<file path="config.mk">
export PLATFORM = sky130hd
export DESIGN_NAME = mie_core
export DESIGN_NICKNAME = d
export VERILOG_FILES = /design/src/common/mie_pkg.sv /design/src/hw/mie_dmem.sv /design/src/hw/mie_bcd.sv /design/src/hw/mie_core.sv
export SDC_FILE = /design/constraint.sdc
export NUM_CORES = 2
export LEC_CHECK = 0
export BUFFER_PORTS_ARGS = -buffer_cell sky130_fd_sc_hd__buf_2
export CAP_MARGIN = 40
export CORE_ASPECT_RATIO = 1.4
export CORE_UTILIZATION = 47
export DETAILED_ROUTE_END_ITERATION = 7
export MAX_ROUTING_LAYER = met4
export PLACE_DENSITY = 0.66
export SLEW_MARGIN = 20
export SYNTH_ARGS = -nofsm -noshare
export SYNTH_HDL_FRONTEND = slang
export SYNTH_SLANG_ARGS = --single-unit
</file>
<file path="constraint.sdc">
create_clock -name aclk -period 3.9 [get_ports aclk]
set_clock_uncertainty 0.05 [all_clocks]
set_input_delay 0.39 -clock aclk [delete_from_list [all_inputs] [get_ports aclk]]
set_output_delay 0.39 -clock aclk [all_outputs]
set_load 0.05 [all_outputs]
</file>
<file path="src/common/mie_pkg.sv">
package mie_pkg;

    localparam int AXI_AW = 8;
    localparam int PC_W   = 12;
    localparam int DAT_W  = 8;
    localparam int MEM_AW = 8;
    localparam int MEM_DEPTH = 192;

    localparam logic [AXI_AW-1:0] REG_INSTR = 8'h00;
    localparam logic [AXI_AW-1:0] REG_ACC   = 8'h04;
    localparam logic [AXI_AW-1:0] REG_FLAGS = 8'h08;
    localparam logic [AXI_AW-1:0] REG_PC    = 8'h0c;
    localparam logic [AXI_AW-1:0] REG_MEMWR = 8'h10;
    localparam logic [AXI_AW-1:0] REG_WDT   = 8'h14;
    localparam logic [AXI_AW-1:0] REG_WAKE  = 8'h18;

    localparam int INS_OP_LSB = 0;
    localparam int INS_MA_LSB = 8;
    localparam int INS_BA_LSB = 16;
    localparam int MWR_A_LSB  = 8;
    localparam int FL_HC      = 0;
    localparam int FL_CY      = 1;
    localparam int WAKE_BIT   = 0;

    localparam logic [3:0]       BCD_LIMIT = 4'h9;
    localparam logic [3:0]       BCD_FIX   = 4'h6;
    localparam logic [DAT_W-1:0] DAT_ONE   = 8'h01;
    localparam logic [1:0]       RESP_OKAY   = 2'h0;
    localparam logic [1:0]       RESP_SLVERR = 2'h2;

    typedef enum logic [3:0] {
        OP_NOP = 4'h0, OP_CLR1 = 4'h1, OP_CLR2 = 4'h2, OP_INV_MEM = 4'h3,
        OP_INV_ACC = 4'h4, OP_BCD = 4'h5, OP_DEC = 4'h6, OP_MEM_MINUS_ONE_TO_ACCUMULATOR_OP = 4'h7,
        OP_INC = 4'h8, OP_MEM_PLUS_ONE_TO_ACCUMULATOR_OP = 4'h9, OP_BRANCH = 4'ha, OP_MOV = 4'hb,
        OP_SLEEP = 4'hc
    } mie_op_t;

    typedef enum logic [3:0] {
        ST_IDLE = 4'b0001, ST_FETCH = 4'b0010, ST_EXEC = 4'b0100, ST_SLEEP = 4'b1000
    } mie_state_t;

endpackage

</file>
<file path="src/hw/mie_dmem.sv">
`timescale 1ns/1ps
module mie_dmem
    import mie_pkg::*;
#(
    parameter int AW    = MEM_AW,
    parameter int DW    = DAT_W,
    parameter int DEPTH = MEM_DEPTH
)
(
    input  wire logic          aclk,
    input  wire logic          we,
    input  wire logic [AW-1:0] waddr,
    input  wire logic [DW-1:0] wdata,
    input  wire logic [AW-1:0] raddr,
    output logic      [DW-1:0] rdata
);

    // Contents have no reset so that they survive sleep and core reset alike.
    logic [DW-1:0] mem [DEPTH];

    always_ff @(posedge aclk)
    begin
        if (we && (waddr < AW'(DEPTH)))
        begin
            mem[waddr] <= wdata;
        end
        rdata <= (raddr < AW'(DEPTH)) ? mem[raddr] : '0;
    end

endmodule

</file>
<file path="src/hw/mie_bcd.sv">
`timescale 1ns/1ps
module mie_bcd
    import mie_pkg::*;
(
    input  wire logic [7:0] acc,
    input  wire logic       half_carry_flag,
    input  wire logic       msb_overflow_bit,
    output logic      [7:0] result,
    output logic            msb_overflow_out
);

    logic       low_adj;
    logic       low_nibble_adjust_carry;
    logic [4:0] hsum;

    always_comb
    begin
        low_adj = (acc[3:0] > BCD_LIMIT) || half_carry_flag;
        result[3:0] = low_adj ? 4'(acc[3:0] + BCD_FIX) : acc[3:0];
        low_nibble_adjust_carry = low_adj ? !half_carry_flag : 1'b0;
        hsum = {1'b0, acc[7:4]} + {4'h0, low_nibble_adjust_carry};
        if ((hsum > {1'b0, BCD_LIMIT}) || msb_overflow_bit)
        begin
            result[7:4] = 4'(hsum + {1'b0, BCD_FIX});
            msb_overflow_out = 1'b1;
        end
        else
        begin
            result[7:4] = hsum[3:0];
            msb_overflow_out = msb_overflow_bit;
        end
    end

endmodule

</file>
<file path="src/hw/mie_core.sv">
// How it works
// - Complement writes the ones-complement of the memory byte back to it.
// - Complement-to-accumulator never writes data memory.
// - Low nibble above nine or half carry adds six; adjust carry is inverted half carry when adjusting, else zero.
// - High nibble plus adjust carry above nine or overflow adds six, sets overflow.
// - Adjust result goes to memory; only the overflow flag may change.
// - Decrement writes memory byte minus one back to it.
// - Decrement-to-accumulator loads byte minus one, memory untouched.
// - Sleep halts execution, stops system clock, keeps all other state.
// - Sleep clears watchdog counter and prescaler.
// - Sleep sets sleep flag, clears expired flag, advances program counter.
// - Increment writes memory byte plus one back to it.
// - Increment-to-accumulator loads byte plus one, memory untouched.
// - Direct branch loads the program counter from the instruction address.
// - Copy loads the accumulator with the memory byte.
//
// The AXI4-Lite slave port and the address map were left to the implementer.
`timescale 1ns/1ps
module mie_core
    import mie_pkg::*;
#(
    parameter int PRE_W = 7,
    parameter int WDT_W = 8
)
(
    input  wire logic              aclk,
    input  wire logic              aresetn,
    input  wire logic              s_axi_awvalid,
    output logic                   s_axi_awready,
    input  wire logic [AXI_AW-1:0] s_axi_awaddr,
    input  wire logic              s_axi_wvalid,
    output logic                   s_axi_wready,
    input  wire logic [31:0]       s_axi_wdata,
    input  wire logic [3:0]        s_axi_wstrb,
    output logic                   s_axi_bvalid,
    input  wire logic              s_axi_bready,
    output logic      [1:0]        s_axi_bresp,
    input  wire logic              s_axi_arvalid,
    output logic                   s_axi_arready,
    input  wire logic [AXI_AW-1:0] s_axi_araddr,
    output logic                   s_axi_rvalid,
    input  wire logic              s_axi_rready,
    output logic      [31:0]       s_axi_rdata,
    output logic      [1:0]        s_axi_rresp,
    output logic                   sys_clk_stopped
);

    typedef struct packed {
        mie_state_t        state;
        mie_op_t           op;
        logic [MEM_AW-1:0] maddr;
        logic [PC_W-1:0]   baddr;
        logic [PC_W-1:0]   pc;
        logic [DAT_W-1:0]  acc;
        logic              hc;
        logic              cy;
        logic              sleepf;
        logic              expf;
        logic              clr1;
        logic              clr2;
        logic [PRE_W-1:0]  pre;
        logic [WDT_W-1:0]  wdt;
        logic              aw_h;
        logic [AXI_AW-1:0] aw_a;
        logic              w_h;
        logic [31:0]       w_d;
        logic [3:0]        w_s;
        logic              bvalid;
        logic [1:0]        bresp;
        logic              rvalid;
        logic [31:0]       rdata;
        logic [1:0]        rresp;
        logic              mem_we;
        logic [MEM_AW-1:0] mem_wa;
        logic [DAT_W-1:0]  mem_wd;
    } mie_core_t;

    localparam mie_core_t CORE_RST = '{state: ST_IDLE, op: OP_NOP, default: '0};

    mie_core_t        st;
    mie_core_t        next_st;
    logic [DAT_W-1:0] mem_rdata;
    logic [DAT_W-1:0] bcd_res;
    logic             bcd_cy;
    logic             expire_evt;
    logic             ex;
    logic [32:0]      wr_old;
    logic [32:0]      rd_val;
    logic [31:0]      wd;

    mie_dmem u_dmem (
        .aclk  (aclk),
        .we    (st.mem_we),
        .waddr (st.mem_wa),
        .wdata (st.mem_wd),
        .raddr (st.maddr),
        .rdata (mem_rdata)
    );

    mie_bcd u_bcd (
        .acc              (st.acc),
        .half_carry_flag  (st.hc),
        .msb_overflow_bit (st.cy),
        .result           (bcd_res),
        .msb_overflow_out (bcd_cy)
    );

    // Returns a hit bit above the 32-bit read value of a register.
    function automatic logic [32:0] rd_reg(input mie_core_t s, input logic [AXI_AW-1:0] a);
        logic [32:0] r;
        r = '0;
        case (a)
            REG_INSTR: r = {1'b1, 4'h0, s.baddr, s.maddr, 4'h0, s.op};
            REG_ACC:   r = {1'b1, 24'h0, s.acc};
            REG_FLAGS: r = {1'b1, 27'h0, s.state != ST_IDLE, s.expf, s.sleepf, s.cy, s.hc};
            REG_PC:    r = {1'b1, {(32-PC_W){1'b0}}, s.pc};
            REG_MEMWR: r = {1'b1, 16'h0, s.mem_wa, s.mem_wd};
            REG_WDT:   r = {1'b1, {(32-WDT_W){1'b0}}, s.wdt};
            REG_WAKE:  r = {1'b1, 32'h0};
            default:   r = '0;
        endcase
        return r;
    endfunction

    // Byte lanes without a strobe keep the register's present value.
    function automatic logic [31:0] merge(input logic [31:0] old, input logic [31:0] nw, input logic [3:0] strb);
        logic [31:0] m;
        m = old;
        for (int i = 0; i < 4; i++)
        begin
            if (strb[i])
            begin
                m[8*i +: 8] = nw[8*i +: 8];
            end
        end
        return m;
    endfunction

    assign ex         = st.state == ST_EXEC;
    assign expire_evt = (&st.pre) && (&st.wdt);
    assign wr_old     = rd_reg(st, st.aw_a);
    assign rd_val     = rd_reg(st, s_axi_araddr);
    assign wd         = merge(wr_old[31:0], st.w_d, st.w_s);

    always_comb
    begin
        next_st = st;
        next_st.mem_we = 1'b0;
        // Free-running watchdog with its prescaler.
        next_st.pre = PRE_W'(st.pre + 1'b1);
        if (&st.pre)
        begin
            next_st.wdt = WDT_W'(st.wdt + 1'b1);
        end
        if (s_axi_awvalid && !st.aw_h)
        begin
            next_st.aw_h = 1'b1;
            next_st.aw_a = s_axi_awaddr;
        end
        if (s_axi_wvalid && !st.w_h)
        begin
            next_st.w_h = 1'b1;
            next_st.w_d = s_axi_wdata;
            next_st.w_s = s_axi_wstrb;
        end
        if (st.bvalid && s_axi_bready)
        begin
            next_st.bvalid = 1'b0;
        end
        if (st.aw_h && st.w_h && !st.bvalid)
        begin
            next_st.aw_h = 1'b0;
            next_st.w_h = 1'b0;
            next_st.bvalid = 1'b1;
            next_st.bresp = wr_old[32] ? RESP_OKAY : RESP_SLVERR;
            case (st.aw_a)
                REG_INSTR:
                begin
                    if (st.state == ST_IDLE)
                    begin
                        next_st.op = mie_op_t'(wd[INS_OP_LSB +: 4]);
                        next_st.maddr = wd[INS_MA_LSB +: MEM_AW];
                        next_st.baddr = wd[INS_BA_LSB +: PC_W];
                        next_st.state = ST_FETCH;
                    end
                end
                REG_ACC:   next_st.acc = wd[DAT_W-1:0];
                REG_FLAGS:
                begin
                    next_st.hc = wd[FL_HC];
                    next_st.cy = wd[FL_CY];
                end
                REG_PC:    next_st.pc = wd[PC_W-1:0];
                REG_MEMWR:
                begin
                    if (st.state == ST_IDLE)
                    begin
                        next_st.mem_we = 1'b1;
                        next_st.mem_wa = wd[MWR_A_LSB +: MEM_AW];
                        next_st.mem_wd = wd[DAT_W-1:0];
                    end
                end
                REG_WAKE:
                begin
                    if ((st.state == ST_SLEEP) && wd[WAKE_BIT])
                    begin
                        next_st.state = ST_IDLE;
                    end
                end
                default: ;
            endcase
        end
        if (s_axi_arvalid && !st.rvalid)
        begin
            next_st.rvalid = 1'b1;
            next_st.rdata = rd_val[31:0];
            next_st.rresp = rd_val[32] ? RESP_OKAY : RESP_SLVERR;
        end
        else if (st.rvalid && s_axi_rready)
        begin
            next_st.rvalid = 1'b0;
        end
        case (st.state)
            ST_IDLE: ;
            ST_FETCH: next_st.state = ST_EXEC;
            ST_EXEC:
            begin
                next_st.state = ST_IDLE;
                next_st.pc = PC_W'(st.pc + 1'b1);
                case (st.op)
                    OP_CLR1, OP_CLR2:
                    begin
                        if ((st.op == OP_CLR1 && st.clr2) || (st.op == OP_CLR2 && st.clr1))
                        begin
                            next_st.wdt = '0;
                            next_st.pre = '0;
                            next_st.sleepf = 1'b0;
                            next_st.expf = 1'b0;
                            next_st.clr1 = 1'b0;
                            next_st.clr2 = 1'b0;
                        end
                        else if (st.op == OP_CLR1)
                        begin
                            next_st.clr1 = 1'b1;
                        end
                        else
                        begin
                            next_st.clr2 = 1'b1;
                        end
                    end
                    OP_INV_MEM:
                    begin
                        next_st.mem_we = 1'b1;
                        next_st.mem_wa = st.maddr;
                        next_st.mem_wd = ~mem_rdata;
                    end
                    OP_INV_ACC: next_st.acc = ~mem_rdata;
                    OP_BCD:
                    begin
                        next_st.mem_we = 1'b1;
                        next_st.mem_wa = st.maddr;
                        next_st.mem_wd = bcd_res;
                        next_st.cy = bcd_cy;
                    end
                    OP_DEC, OP_INC:
                    begin
                        next_st.mem_we = 1'b1;
                        next_st.mem_wa = st.maddr;
                        next_st.mem_wd = (st.op == OP_DEC) ? DAT_W'(mem_rdata - DAT_ONE)
                                                           : DAT_W'(mem_rdata + DAT_ONE);
                    end
                    OP_MEM_MINUS_ONE_TO_ACCUMULATOR_OP: next_st.acc = DAT_W'(mem_rdata - DAT_ONE);
                    OP_MEM_PLUS_ONE_TO_ACCUMULATOR_OP: next_st.acc = DAT_W'(mem_rdata + DAT_ONE);
                    OP_BRANCH: next_st.pc = st.baddr;
                    OP_MOV: next_st.acc = mem_rdata;
                    OP_SLEEP:
                    begin
                        next_st.wdt = '0;
                        next_st.pre = '0;
                        next_st.sleepf = 1'b1;
                        next_st.expf = 1'b0;
                        next_st.state = ST_SLEEP;
                    end
                    default: ;
                endcase
            end
            ST_SLEEP: ;
            default: next_st.state = ST_IDLE;
        endcase
        // Expiry is set after any clear so that it is never lost, and wakes a sleeping core.
        if (expire_evt)
        begin
            next_st.expf = 1'b1;
            if (st.state == ST_SLEEP)
            begin
                next_st.state = ST_IDLE;
            end
        end
    end

    always_ff @(posedge aclk)
    begin
        if (!aresetn)
        begin
            st <= CORE_RST;
        end
        else
        begin
            st <= next_st;
        end
    end

    assign s_axi_awready   = !st.aw_h;
    assign s_axi_wready    = !st.w_h;
    assign s_axi_bvalid    = st.bvalid;
    assign s_axi_bresp     = st.bresp;
    assign s_axi_arready   = !st.rvalid;
    assign s_axi_rvalid    = st.rvalid;
    assign s_axi_rdata     = st.rdata;
    assign s_axi_rresp     = st.rresp;
    assign sys_clk_stopped = st.state == ST_SLEEP;

    a_inv_acc_value: assert property (@(posedge aclk) disable iff (!aresetn)
        ex && st.op == OP_INV_ACC |=> st.acc == ~$past(mem_rdata))
        else $error("Accumulator does not hold the complemented byte.");

    a_inv_acc_nowrite: assert property (@(posedge aclk) disable iff (!aresetn)
        ex && st.op == OP_INV_ACC |=> !st.mem_we ##1 !st.mem_we)
        else $error("Complement to accumulator wrote data memory.");

    a_bcd_low_fix: assert property (@(posedge aclk) disable iff (!aresetn)
        ex && st.op == OP_BCD && ((st.acc[3:0] > BCD_LIMIT) || st.hc)
        |=> st.mem_wd[3:0] == 4'($past(st.acc[3:0]) + BCD_FIX))
        else $error("Low nibble was not adjusted by six.");

    a_bcd_low_copy: assert property (@(posedge aclk) disable iff (!aresetn)
        ex && st.op == OP_BCD && (st.acc[3:0] <= BCD_LIMIT) && !st.hc
        |=> st.mem_wd[3:0] == $past(st.acc[3:0]))
        else $error("Low nibble was altered without cause.");

    a_bcd_ovf_set: assert property (@(posedge aclk) disable iff (!aresetn)
        ex && st.op == OP_BCD && (st.acc[7:4] > BCD_LIMIT) |=> st.cy)
        else $error("Overflow flag not set by a high nibble above nine.");

    a_bcd_dest_mem: assert property (@(posedge aclk) disable iff (!aresetn)
        ex && st.op == OP_BCD
        |=> st.mem_we && st.mem_wa == $past(st.maddr) && $stable(st.acc) && $stable(st.hc))
        else $error("Adjust result not sent to memory or other state changed.");

    a_dec_writeback: assert property (@(posedge aclk) disable iff (!aresetn)
        ex && st.op == OP_DEC
        |=> st.mem_we && st.mem_wa == $past(st.maddr) && st.mem_wd == DAT_W'($past(mem_rdata) - DAT_ONE))
        else $error("Decrement did not write back the byte minus one.");

    a_mem_minus_one_to_accumulator_op_acc: assert property (@(posedge aclk) disable iff (!aresetn)
        ex && st.op == OP_MEM_MINUS_ONE_TO_ACCUMULATOR_OP |=> !st.mem_we && st.acc == DAT_W'($past(mem_rdata) - DAT_ONE))
        else $error("Decrement to accumulator gave a wrong result.");

    a_sleep_stops: assert property (@(posedge aclk) disable iff (!aresetn)
        ex && st.op == OP_SLEEP && !expire_evt |=> sys_clk_stopped && $stable(st.acc))
        else $error("Sleep did not stop the clock or lost state.");

    a_sleep_wdt_clr: assert property (@(posedge aclk) disable iff (!aresetn)
        ex && st.op == OP_SLEEP |=> st.wdt == '0 && st.pre == '0)
        else $error("Sleep did not clear the watchdog.");

    a_sleep_flags: assert property (@(posedge aclk) disable iff (!aresetn)
        ex && st.op == OP_SLEEP && !expire_evt
        |=> st.sleepf && !st.expf && st.pc == PC_W'($past(st.pc) + 1'b1))
        else $error("Sleep flags or program counter wrong.");

    a_inc_writeback: assert property (@(posedge aclk) disable iff (!aresetn)
        ex && st.op == OP_INC
        |=> st.mem_we && st.mem_wa == $past(st.maddr) && st.mem_wd == DAT_W'($past(mem_rdata) + DAT_ONE))
        else $error("Increment did not write back the byte plus one.");

    a_mem_plus_one_to_accumulator_op_acc: assert property (@(posedge aclk) disable iff (!aresetn)
        ex && st.op == OP_MEM_PLUS_ONE_TO_ACCUMULATOR_OP |=> !st.mem_we && st.acc == DAT_W'($past(mem_rdata) + DAT_ONE))
        else $error("Increment to accumulator gave a wrong result.");

    a_branch_pc: assert property (@(posedge aclk) disable iff (!aresetn)
        ex && st.op == OP_BRANCH |=> st.pc == $past(st.baddr))
        else $error("Branch did not load the program counter.");

    a_mov_acc: assert property (@(posedge aclk) disable iff (!aresetn)
        ex && st.op == OP_MOV |=> !st.mem_we && st.acc == $past(mem_rdata))
        else $error("Copy did not load the accumulator.");

    a_wdt_preclear: assert property (@(posedge aclk) disable iff (!aresetn)
        ex && st.op == OP_CLR2 && !st.clr1 && !expire_evt |=> st.clr2 && $stable(st.sleepf) && $stable(st.expf))
        else $error("Lone second watchdog clear changed the flags.");

    a_wdt_paired: assert property (@(posedge aclk) disable iff (!aresetn)
        ex && ((st.op == OP_CLR2 && st.clr1) || (st.op == OP_CLR1 && st.clr2))
        |=> st.wdt == '0 && !st.sleepf && !st.clr1 && !st.clr2)
        else $error("Paired watchdog clear did not clear.");

    a_inv_mem_wb: assert property (@(posedge aclk) disable iff (!aresetn)
        ex && st.op == OP_INV_MEM |=> st.mem_we && st.mem_wd == ~$past(mem_rdata))
        else $error("Complement in memory did not write the inverted byte.");

endmodule

</file>
==> flow_metrics.py <==
metrics = {
    "outcome": {
        "status": "finished clean",
    },
    "cts": {
        "worstSkewPairLatency_ns": 0.78,
        "postCtsSetupBuffers": 0,
        "tritoncts": "done",
        "cts_root_buffer": "clkbuf_16",
        "cts_buffer_depth": 3,
        "clkTransAtPathRegs_ns": 0.06,
        "numClockSinks": 1704,
        "htree_num_levels": 4,
        "cts_inserted_buffers": 153,
    },
    "worst_setup_path": {
        "crit_path_cell_trace": "buf_12, buf_4, mux2i_1, a221o_1, a21oi_1, or4_1, a21oi_1, buf_4, o32ai_1",
        "cpMaxStageDelayCell": "dfxtp_4",
        "critPathKind": "register to register",
        "rrSetupSlack_ns": 0.32,
        "cpPeakStageDelay_ns": 0.73,
        "cp-start-kind": "register",
        "worstReg2RegStart": "st[154]$_SDFFE_PN0P_",
        "r2r_cells": 9,
        "cp_data_required_time_ns": 4.49,
        "r2r_end": "u_dmem.rdata[3]$_SDFF_PP0_",
        "worst-endpoint-arrival_ns": 4.17,
        "worstSetupEndpoint": "u_dmem.rdata[3]$_SDFF_PP0_",
        "cp-end-kind": "register",
        "crit_path_max_fanout": 21,
        "worstSetupStartpoint": "st[154]$_SDFFE_PN0P_",
    },
    "synthesis": {
        "yosysSeqAreaShare_pct": 71.9,
        "syn_area_um2": 68800,
        "syn_inst": 3952,
        "ys_ff_latch": 1704,
        "synth_top_area_share_pct": 67.0,
        "synth_compound_area_share_pct": 5.92,
        "synth_top_family_by_area": "multiplexers",
        "synth-main-ff-cell": "edfxtp_1",
        "synth-adder-area-share_pct": 0.164,
        "synthSimpleGateAreaFrac_pct": 5.56,
        "synthTopCellsByArea": "edfxtp_1 67%, mux4_2 12%, dfxtp_1 4.9%, nor2_1 1.6%, mux2i_1 1.6%",
        "ys_async_sr_fraction_pct": 0,
        "netlist.top_cell.by_area": "edfxtp_1",
        "synth_edf_count": 1536,
        "synthDistinctLibCells": 80,
        "synth_xor_xnor_area_share_pct": 0.394,
        "synth.avg_cell_area_um2": 17.4,
        "muxShareOfSynthArea_pct": 13.7,
        "synth_warnings": 0,
    },
    "placement": {
        "place_inst": 6028,
        "io_buffers": 90,
        "place.gp.congestion": 0.938,
        "placedInstanceArea_um2": 73200,
        "preCtsSetupSlack_ns": 0.400,
        "detailed_place_hpwl_um": 115000,
    },
    "layout": {
        "multi_input_area_um2": 17800,
        "n_fill_cell": 11200,
        "design_area_um2": 79000,
        "fin_nets": 4395,
        "areaGrowthSynthToFinish_pct": 14.8,
        "fin_util_pct": 54.5,
        "instances_no_fill": 6374,
        "drive_gt1_share_pct": 24.7,
        "seqCellArea_um2": 49500,
    },
    "die": {
        "die_height_um": 455,
        "fp.dieW_um": 325,
        "start_util_pct": 47.5,
        "ioPinCount": 101,
        "die_area_um2": 148000,
        "fp-row-count": 165,
        "coreArea_um2": 145000,
    },
    "timing": {
        "tightest_slew_ns": 1.16,
        "worst_slack_ns": 0.319,
        "period_needed_ns": 3.58,
        "finalMaxSlewViolations": 0,
        "max_slew_margin_pct": 22.8,
        "max_freq_mhz": 279,
        "rsz0062_at_grt": "false",
        "setup_viol": 0,
        "tns_ns": 0,
        "fin_crit_sh_pct": 91.8,
        "finalHoldViolCount": 0,
    },
    "detailed_routing": {
        "first_pass_iters": 6,
        "vias": 38500,
        "vias_per_cell": 6.04,
        "drtIter0Drc": 4237,
        "postRouteAntennaNets": 0,
        "wire_per_inst_um": 27.9,
        "totalWireLength_um": 178000,
        "drcViolationCount": 0,
    },
    "grt": {
        "grt_max_degree": 195,
        "grt_pass1_vias": 38400,
        "antenna_found_initial": 4,
        "grt_pass1_wl_um": 259000,
        "global_route.usage.total_pct": 24.7,
        "grt-ovfl-total": 0,
    },
    "hold_path": {
        "hold_path_class": "input pin to register",
    },
    "power_and_ir_drop": {
        "p_leak_nw": 28.3,
        "peakVddDrop_uv": 357,
        "power_density_nw_per_um2": 452,
    },
    "job": {
        "drv_cap": 0,
    },
}
report_power, final:
group / internal (W) / switching, W / total (W) / leakage [nW]
Clock: 0.00883 / 0.00666 / 0.0155 / 2.52
Combinational: 0.000203 / 0.000335 / 0.000538 / 7.18
Sequential: 0.0197 / 0.0000661 / 0.0197 / 18.7
cell usage after synthesis (all sizes together), types with 3 or more instances:
master	number
a211o	4
a211oi	18
a21boi	67
a21o	5
a21oi	72
a221o	11
a221oi	45
a222oi	9
a22o	38
a22oi	54
a311oi	6
a31oi	22
a32oi	10
and2	29
and3	24
buf	152
clkbuf	129
dfxtp	168
edfxtp	1536
ha	9
inv	26
mux2	27
mux2i	110
mux4	357
nand2	251
nand2b	21
nand3	98
nand4	23
nor2	298
nor2b	39
nor3	17
nor4	9
nor4b	4
o211a	5
o211ai	10
o21a	3
o21ai	97
o221ai	39
o22ai	33
o32ai	3
or2	3
or3	9
or4	4
xnor2	16
xor2	15
state kept, by name, indices dropped and copies added, names as in the netlist:
| signal | count |
|---|---|
| st | 128 |
| s_axi_rdata | 28 |
| s_axi_rresp | 1 |
| u_dmem.rdata | 8 |
| u_dmem.mem | 1536 |
| s_axi_rvalid | 1 |
| s_axi_bresp | 1 |
| s_axi_bvalid | 1 |
repair_timing:
item                                    in CTS  in global routing
endpoints found under the setup margin       0                  0
hold endpoints to repair                    61                  0
gates resized for setup                      0                  0
hold buffers                                47                  0
area by class of cell:
cell class	instances	share of cell area, %
sequential	1704	62.7
multi-input combinational	1946	22.5
clock buffer	196	5.28
timing repair buffer	496	5.09
tap	1920	3.04
clock inverter	85	1.26
inverter	26	0.123
antenna	1	0.00317
critical path, delay by kind of cell, from the launching register on:
family / cells / cell delay, ns
AO/OA/AOI/OAI: 4 / 1.01
buffers and inverters: 3 / 0.76
flip-flops: 1 / 0.73
multiplexers: 1 / 0.26
AND/OR/NAND/NOR: 1 / 0.59
how the worst min path moves through the flow:
stage / endpoint / start / cells past startpoint / slack (ns)
2_1_floorplan: st[109]$_SDFF_PN0_ / st[109]$_SDFF_PN0_ / 1 / 0.37
3_3_place_gp: st[109]$_SDFF_PN0_ / st[109]$_SDFF_PN0_ / 1 / 0.38
3_5_place_dp: st[109]$_SDFF_PN0_ / st[109]$_SDFF_PN0_ / 1 / 0.39
4_1_cts: s_axi_rresp[1]$_SDFFE_PN0P_ / s_axi_araddr[6] / 5 / 0.07
5_1_grt: s_axi_rresp[1]$_SDFFE_PN0P_ / s_axi_araddr[6] / 5 / 0.13
6_report: s_axi_rresp[1]$_SDFFE_PN0P_ / s_axi_araddr[6] / 5 / 0.14
routing by layer:
layer  part of all wire (%)  up-vias  track usage (%)
li1                       -    16600                -
met1                     37    19900             29.6
met2                     51     1671             41.3
met3                    6.6      392             3.47
met4                    5.5        0             12.3
met5                      0        -                -
cells in the final DEF (no fill, tap or decap), drive strengths merged, types with 72 or more instances in the layout:
master / synthesis / routed
clkbuf: 129 / 196
mux2i: 110 / 110
o21ai: 97 / 97
nand2: 251 / 251
a21oi: 72 / 72
nor2: 298 / 298
mux4: 357 / 357
dfxtp: 168 / 168
nand3: 98 / 98
buf: 152 / 449
edfxtp: 1536 / 1536
per-stage QoR:
step / hold WS (ns) / power (W)
3_3_place_gp: 0.380 / 0.0206
4_1_cts: 0.0712 / 0.0360
3_5_place_dp: 0.389 / 0.0206
5_1_grt: 0.128 / 0.0367
2_1_floorplan: 0.368 / 0.0204
6_report: 0.137 / 0.0358
kinds of logic (layout without fill, tap and decap cells):
group | count (synthesis) | count (layout)
multiplexers | 494 | 494
flip-flops | 1704 | 1704
AO/OA/AOI/OAI | 570 | 570
buffers and inverters | 307 | 803
XOR/XNOR | 31 | 31
AND/OR/NAND/NOR | 836 | 836
adder cells (fa/ha/maj) | 9 | 9
other | 1 | 7
Note: power is estimated with default switching activity, not from simulation.
